### config.mk
export PLATFORM = sky130hd
export DESIGN_NAME = dior_regs
export DESIGN_NICKNAME = d
export VERILOG_FILES = /design/src/dior_regs.v /design/src/dior_sync.v
export VERILOG_INCLUDE_DIRS = /design/src
export SDC_FILE = /design/constraint.sdc
export NUM_CORES = 1
export LEC_CHECK = 0
export ABC_CLOCK_PERIOD_IN_PS = 1700
export BUFFER_PORTS_ARGS = -buffer_cell sky130_fd_sc_hd__buf_2
export CORE_MARGIN = 2
export CORE_UTILIZATION = 45
export DETAILED_ROUTE_END_ITERATION = 8
export PLACE_DENSITY = 0.73
export SLEW_MARGIN = 0
export SYNTH_ARGS = -nofsm -noshare
export SYNTH_HDL_FRONTEND = slang
export SYNTH_HIERARCHICAL = 1
export SYNTH_SLANG_ARGS = --single-unit
### constraint.sdc
create_clock -name clk_sys -period 1.7 [get_ports clk_sys]
set_clock_uncertainty 0.15 [all_clocks]
set_input_delay 0.425 -clock clk_sys [delete_from_list [all_inputs] [get_ports clk_sys]]
set_output_delay 0.425 -clock clk_sys [all_outputs]
set_load 0.02 [all_outputs]
### src/dior_defines.vh
// constants for the io-config and refresh/thermal mode register bank
// assumes inclusion by bare name from every design file of the bank
`ifndef DIOR_DEFINES_VH
`define DIOR_DEFINES_VH

// mode register addresses
`define DIOR_MA_W           6
`define DIOR_MA_IO_CFG      6'h03
`define DIOR_MA_RFT         6'h04

// io config field positions and reset value
`define DIOR_IO_PULLUP_CAL_POINT      0
`define DIOR_IO_WRITE_POSTAMBLE_LEN      1
`define DIOR_IO_LOCK        2
`define DIOR_IO_PULLDOWN_DRIVE_STRENGTH_LO     3
`define DIOR_IO_PULLDOWN_DRIVE_STRENGTH_HI     5
`define DIOR_IO_READ_INVERSION_ENABLE      6
`define DIOR_IO_WRITE_INVERSION_ENABLE      7
`define DIOR_IO_RST         8'h31

// refresh/thermal field positions
`define DIOR_RFT_RATE_LO    0
`define DIOR_RFT_RATE_HI    2
`define DIOR_RFT_SRA        3
`define DIOR_RFT_REPAIR_ENTRY       4
`define DIOR_RFT_TOFS_LO    5
`define DIOR_RFT_TOFS_HI    6
`define DIOR_RFT_TUF        7

// codes and reset values
`define DIOR_RATE_RST       3'h3
`define DIOR_RATE_DERATE    3'h6
`define DIOR_TOFS_RST       2'h0
`define DIOR_TOFS_RSVD      2'h3
`define DIOR_RD_UNMAPPED    8'h00

// synchroniser bundle: link clock, valid, read, address, data
`define DIOR_SYNC_W         17

`endif

### src/dior_regs.v
// io-config and refresh/thermal mode registers of one dram channel
// assumes cmd_* pins held stable from before the rising to the falling edge of cmd_clk,
// and set-point selects, temperature code and density strap from clk_sys logic
`include "dior_defines.vh"

module dior_regs (
  input  wire       clk_sys,
  input  wire       rst_b,
  input  wire       cmd_clk,
  input  wire       cmd_valid,
  input  wire       cmd_read,
  input  wire [5:0] cmd_addr,
  input  wire [7:0] cmd_wdata,
  input  wire       write_set_point_select,
  input  wire       operating_set_point_select,
  input  wire [2:0] temp_rate_code,
  input  wire       temp_sensed,
  input  wire       density_12gb_up,
  output wire [7:0] mrr_data,
  output wire       mrr_valid,
  output wire       mrw_refused,
  output wire       pullup_cal_point,
  output wire       write_postamble_len,
  output wire [2:0] pulldown_drive_strength,
  output wire       read_inversion_enable,
  output wire       write_inversion_enable,
  output wire       repair_protect_lock,
  output wire       repair_entry,
  output wire       self_refresh_abort_enable,
  output wire [1:0] thermal_offset,
  output wire [2:0] refresh_rate,
  output wire       temperature_update_flag
);

  localparam ST_STRAP = 2'b01;
  localparam ST_RUN   = 2'b10;

  wire [`DIOR_SYNC_W-1:0] sync_bus;
  wire                    clk_s;
  wire                    valid_s;
  wire                    read_s;
  wire [5:0]              addr_s;
  wire [7:0]              wdata_s;

  reg        clk_d_r;
  reg  [1:0] state_r;
  reg  [1:0] state_nxt;
  reg        dens_r;
  reg  [7:0] cfg_mem_r [0:1];
  reg  [7:0] op_cfg_r;
  reg        lock_r;
  reg        repair_entry_r;
  reg        sra_r;
  reg        sra_eff_r;
  reg  [1:0] tofs_r;
  reg  [2:0] rate_r;
  reg        tuf_r;
  reg        tuf_nxt;
  reg  [7:0] rd_data_r;
  reg  [7:0] rd_data_nxt;
  reg        rd_valid_r;
  reg        refused_r;

  // link clock and command pins cross together, so both arrive equally late
  dior_sync #(
    .WIDTH (`DIOR_SYNC_W)
  ) u_sync (
    .clk_sys  (clk_sys),
    .rst_b    (rst_b),
    .async_in ({cmd_clk, cmd_valid, cmd_read, cmd_addr, cmd_wdata}),
    .sync_out (sync_bus)
  );

  assign clk_s   = sync_bus[16];
  assign valid_s = sync_bus[15];
  assign read_s  = sync_bus[14];
  assign addr_s  = sync_bus[13:8];
  assign wdata_s = sync_bus[7:0];

  wire take    = clk_s & ~clk_d_r & valid_s & state_r[1];
  wire wr      = take & ~read_s;
  wire rd      = take & read_s;
  wire hit_io  = (addr_s == `DIOR_MA_IO_CFG);
  wire hit_rft = (addr_s == `DIOR_MA_RFT);
  wire wr_io   = wr & hit_io;
  wire refuse  = wr & hit_rft & lock_r & wdata_s[`DIOR_RFT_REPAIR_ENTRY];
  wire wr_rft  = wr & hit_rft & ~refuse;
  wire rd_rft  = rd & hit_rft;

  always @(posedge clk_sys or negedge rst_b) begin
    if (!rst_b) begin
      clk_d_r <= 1'b0;
    end else begin
      clk_d_r <= clk_s;
    end
  end

  // strap is caught one cycle after reset release, never under reset
  always @* begin
    case (state_r)
      ST_STRAP: state_nxt = ST_RUN;
      ST_RUN:   state_nxt = ST_RUN;
      default:  state_nxt = ST_STRAP;
    endcase
  end

  always @(posedge clk_sys or negedge rst_b) begin
    if (!rst_b) begin
      state_r <= ST_STRAP;
      dens_r  <= 1'b0;
    end else begin
      state_r <= state_nxt;
      if (state_r[0]) begin
        dens_r <= density_12gb_up;
      end
    end
  end

  // per set-point copies; lock bit held apart since it has no copies
  genvar sp;
  generate
    for (sp = 0; sp < 2; sp = sp + 1) begin : g_sp
      always @(posedge clk_sys or negedge rst_b) begin
        if (!rst_b) begin
          cfg_mem_r[sp] <= `DIOR_IO_RST;
        end else if (wr_io && (write_set_point_select == sp)) begin
          cfg_mem_r[sp] <= wdata_s;
        end
      end
    end
  endgenerate

  // operating copy refreshed every cycle; inactive copy reaches pins only through mrr_data on reads
  always @(posedge clk_sys or negedge rst_b) begin
    if (!rst_b) begin
      op_cfg_r <= `DIOR_IO_RST;
    end else begin
      op_cfg_r <= cfg_mem_r[operating_set_point_select];
    end
  end

  always @(posedge clk_sys or negedge rst_b) begin
    if (!rst_b) begin
      lock_r <= 1'b0;
    end else if (wr_io && wdata_s[`DIOR_IO_LOCK]) begin
      lock_r <= 1'b1;
    end
  end

  // reserved offset code leaves the previous offset in place
  always @(posedge clk_sys or negedge rst_b) begin
    if (!rst_b) begin
      repair_entry_r <= 1'b0;
      sra_r  <= 1'b0;
      tofs_r <= `DIOR_TOFS_RST;
    end else if (wr_rft) begin
      repair_entry_r <= wdata_s[`DIOR_RFT_REPAIR_ENTRY];
      sra_r  <= wdata_s[`DIOR_RFT_SRA];
      if (wdata_s[`DIOR_RFT_TOFS_HI:`DIOR_RFT_TOFS_LO] != `DIOR_TOFS_RSVD) begin
        tofs_r <= wdata_s[`DIOR_RFT_TOFS_HI:`DIOR_RFT_TOFS_LO];
      end
    end
  end

  always @(posedge clk_sys or negedge rst_b) begin
    if (!rst_b) begin
      sra_eff_r <= 1'b0;
    end else begin
      sra_eff_r <= sra_r & dens_r;
    end
  end

  // sensor supplies the full code, including derating and the 85 degree bit
  always @(posedge clk_sys or negedge rst_b) begin
    if (!rst_b) begin
      rate_r <= `DIOR_RATE_RST;
    end else if (temp_sensed) begin
      rate_r <= temp_rate_code;
    end
  end

  // a change seen in the same cycle as the clearing read still sets
  always @* begin
    tuf_nxt = tuf_r;
    if (rd_rft) begin
      tuf_nxt = 1'b0;
    end
    if (temp_sensed && (temp_rate_code != rate_r)) begin
      tuf_nxt = 1'b1;
    end
  end

  always @(posedge clk_sys or negedge rst_b) begin
    if (!rst_b) begin
      tuf_r <= 1'b0;
    end else begin
      tuf_r <= tuf_nxt;
    end
  end

  always @* begin
    rd_data_nxt = `DIOR_RD_UNMAPPED;
    if (hit_io) begin
      rd_data_nxt = cfg_mem_r[write_set_point_select];
      rd_data_nxt[`DIOR_IO_LOCK] = lock_r;
    end else if (hit_rft) begin
      rd_data_nxt = {tuf_r, tofs_r, repair_entry_r, sra_r, rate_r};
    end
  end

  always @(posedge clk_sys or negedge rst_b) begin
    if (!rst_b) begin
      rd_data_r  <= `DIOR_RD_UNMAPPED;
      rd_valid_r <= 1'b0;
      refused_r  <= 1'b0;
    end else begin
      rd_valid_r <= rd;
      refused_r  <= refuse;
      if (rd) begin
        rd_data_r <= rd_data_nxt;
      end
    end
  end

  assign mrr_data                  = rd_data_r;
  assign mrr_valid                 = rd_valid_r;
  assign mrw_refused               = refused_r;
  assign pullup_cal_point          = op_cfg_r[`DIOR_IO_PULLUP_CAL_POINT];
  assign write_postamble_len       = op_cfg_r[`DIOR_IO_WRITE_POSTAMBLE_LEN];
  assign pulldown_drive_strength   = op_cfg_r[`DIOR_IO_PULLDOWN_DRIVE_STRENGTH_HI:`DIOR_IO_PULLDOWN_DRIVE_STRENGTH_LO];
  assign read_inversion_enable     = op_cfg_r[`DIOR_IO_READ_INVERSION_ENABLE];
  assign write_inversion_enable    = op_cfg_r[`DIOR_IO_WRITE_INVERSION_ENABLE];
  assign repair_protect_lock       = lock_r;
  assign repair_entry              = repair_entry_r;
  assign self_refresh_abort_enable = sra_eff_r;
  assign thermal_offset            = tofs_r;
  assign refresh_rate              = rate_r;
  assign temperature_update_flag   = tuf_r;

endmodule // dior_regs

### src/dior_sync.v
// two-flop synchroniser, one stage pair per bit
// assumes asynchronous inputs; outputs are safe to use in the clk_sys domain
`include "dior_defines.vh"

module dior_sync #(
  parameter WIDTH = `DIOR_SYNC_W
) (
  input  wire             clk_sys,
  input  wire             rst_b,
  input  wire [WIDTH-1:0] async_in,
  output wire [WIDTH-1:0] sync_out
);

  reg [WIDTH-1:0] stage1_r;
  reg [WIDTH-1:0] stage2_r;

  genvar i;
  generate
    for (i = 0; i < WIDTH; i = i + 1) begin : g_bit
      always @(posedge clk_sys or negedge rst_b) begin
        if (!rst_b) begin
          stage1_r[i] <= 1'b0;
          stage2_r[i] <= 1'b0;
        end else begin
          stage1_r[i] <= async_in[i];
          stage2_r[i] <= stage1_r[i];
        end
      end
    end
  endgenerate

  assign sync_out = stage2_r;

endmodule // dior_sync
==> flow_summary.ini <==
[floorplanning]
rows = 29
dieWidth_um = 84.63
die_area_um2 = 7161
die_h_um = 84.63
ios = 52
start_util_pct = 46.33
coreArea_um2 = 6314

[power_and_ir_drop]
p_per_area_nw_per_um2 = 1055
swShare_pct = 24.63
switchingPower_uw = 910.5
power.share.clock_pct = 36.5
peakVddDrop_mv = 0.6161
p_int_mw = 2.787
power_leakage_nw = 1.648
p_seq_share_pct = 55.1
combPwrFrac_pct = 8.4

[synth]
syn_area_um2 = 2925
async_flop_share_pct = 100.0
synth_area_per_cell_um2 = 15.32
yosysUniqueCellTypes = 31
ys_top_cells_by_count = dfrtp_1 (67), nand3_1 (16), mux2_4 (14)
synthesis.nets = 217
synth_warnings = 6
synth_ff_type = dfrtp_1
synthTopCellsByArea = dfrtp_1 (57%), dfstp_2 (11%), mux2_4 (7.2%)
synth_cells = 191
synth_top_area_cell = dfrtp_1
yosys.area.top_type_share_pct = 57.31
synth_edf_count = 0
ys_seq_elements = 79
synth.most_common_cell = dfrtp_1
seq_area_frac_synth_pct = 68.09

[grt]
grt_pass1_vias = 1675
grtUsageTotal_pct = 15.08
grt_first_pass_wirelength_um = 8252
grt_busiest_layer = met2
grtUsageMet1_pct = 20.90
antenna_found_initial = 0
met2_usage_pct = 21.26
overflow = 0
grt_max_degree = 31
grt_util_met3_pct = 5.998

[cells_and_area]
finalNetCount = 276
multiInputGateArea_um2 = 845.8
drive_above_1_share_pct = 44.71
seqCellArea_um2 = 1992
fin_util_pct = 55.53
area_delta_synth_final_pct = 19.85
fillCellCount = 557
fin_area_um2 = 3506
antenna_cells = 0

[clocking]
clkSinkCount = 79
cts_buffer_depth = 2
cts-htree-levels = 3
clk_latency_ns = 0.35
path_clk_slew_ns = 0.08
cts_made_buffers = 9
cts_tree = built
root_buffer = clkbuf_8

[setup_path]
cp.depth = 1
reg2reg_depth = 3
path_delay_family = flip-flops
worst-path-buf-inv = 1
path_class = register to output port
crit_path_start_kind = register
required_ns = 1.12
crit_chain = buf_2
slowest_delay_ns = 0.56
crit_path_top_delay_cell = dfstp_2
worstPathArrival_ns = 1.07
crit_fanout = 4
cp-end-kind = output port

[timing]
rsz0062_at_grt = false
tightest_slew_ns = 0.3202
layout_min_cycle_time_ns = 1.649
fmax_ghz = 0.6065
setup_viol = 0
hold_viol = 0
setup_tns_ns = 0
hold_ws_ns = 0.03144
period_share_pct = 96.98
maxSlewViolCount = 0
maxSlewHeadroom_pct = 78.65

[detailed_routing]
ant_nets = 0
drc = 0
wl_per_cell_um = 14.89
routed_via_density = 5.123
wirelength_um = 4944
firstDrtPassIters = 5
drt_iter0_markers = 151
num_vias = 1701

[placement]
portBuffers = 51
gp_congestion = 0.7956
place_area_um2 = 3289
hpwlAfterDp_um = 3388

[hold_path]
min_path_cells = 1
hold_class = input port to register

[outcome]
status = completed

[run]
max_cap_violations = 0
layout by cell type (no fill, tap or decap), types with 2 or more instances in the layout:
cell / Yosys / final
a211oi_1: 2 / 2
a21oi_1: 8 / 8
a31oi_1: 10 / 10
a41oi_1: 3 / 3
and2_1: 3 / 3
and4_4: 2 / 2
buf_12: 0 / 2
buf_2: 6 / 50
buf_4: 1 / 7
clkbuf_8: 0 / 9
clkinv_2: 0 / 2
clkinvlp_4: 0 / 2
dfrtp_1: 67 / 67
dfstp_2: 12 / 12
inv_1: 3 / 3
mux2_1: 11 / 11
mux2_2: 8 / 8
mux2_4: 14 / 14
nand3_1: 16 / 16
nand4_1: 2 / 2
nor2_1: 2 / 2
nor2b_1: 2 / 2
xnor2_1: 3 / 3
layer usage:
metal / vias up / routed length, µm
met5: - / 0
met3: 10 / 327
li1: 800 / -
met4: 0 / 104
met2: 50 / 2247
met1: 841 / 2265
state kept, by name, summed over array words and instances, names as in the netlist:
name                       flops
thermal_offset                 2
op_cfg_r                       7
clk_d_r                        1
repair_entry                   1
mrr_data                       8
cfg_mem_r                     14
state_r                        2
sra_r                          1
mrr_valid                      1
self_refresh_abort_enable      1
repair_protect_lock            1
u_sync/sync_out               17
dens_r                         1
temperature_update_flag        1
mrw_refused                    1
u_sync/stage1_r               17
refresh_rate                   3
area by class of cell:
class / count / area share [%]
Inverter: 3 / 0.3212
Sequential cell: 79 / 56.82
Multi-Input combinational cell: 96 / 24.13
Clock buffer: 9 / 3.533
Timing Repair Buffer: 61 / 10.39
Clock inverter: 7 / 2.070
Tap cell: 77 / 2.748
power by group through the flow:
stage / Combinational, mW / Clock (mW) / Sequential (mW)
after floorplan: 0.107 / 0 / 2.12
after global placement: 0.308 / 0 / 2.07
after detailed placement: 0.315 / 0 / 2.07
after CTS: 0.316 / 1.39 / 2.04
after global routing: 0.346 / 1.48 / 2.05
final: 0.311 / 1.35 / 2.04
final timing paths:
check | startpoint | to | slack [ns]
worst max register to register | u_sync/sync_out[13] | cfg_mem_r[14] | 0.10
min in group asynchronous | rst_b | refresh_rate[2] | 0.36
worst max-delay path | refresh_rate[0] | refresh_rate[0] | 0.05
worst min-delay path | cmd_addr[5] | u_sync/stage1_r[13] | 0.03
max in group asynchronous | rst_b | cfg_mem_r[13] | 0.51
worst min register to register | u_sync/stage1_r[9] | u_sync/sync_out[9] | 0.20
timing repair:
| action | CTS | global route |
|---|---|---|
| hold buffers | 1 | 0 |
| buffers inserted | 0 | 0 |
| resized for setup | 0 | 2 |
| endpoints found under the setup margin | 0 | 1 |
| hold endpoints to repair | 19 | 0 |
kinds of logic after synthesis:
| family | Yosys count | synth area share (%) |
|---|---|---|
| flip-flops | 79 | 68.09 |
| multiplexers | 33 | 14.50 |
| AND/OR/NAND/NOR | 32 | 6.972 |
| AO/OA/AOI/OAI | 27 | 6.031 |
| buffers and inverters | 16 | 3.208 |
| XOR/XNOR | 4 | 1.198 |
through the flow:
stage / power, mW / setup slack (ns) / std cells
2_1_floorplan: 2.225 / 0.04726 / 191
3_3_place_gp: 2.379 / 0.07864 / 315
3_5_place_dp: 2.387 / 0.03735 / 315
4_1_cts: 3.745 / 0.01859 / 332
5_1_grt: 3.871 / 0.001327 / 332
6_report: 3.698 / 0.05126 / 332
Power figures use the tool's default switching activity.
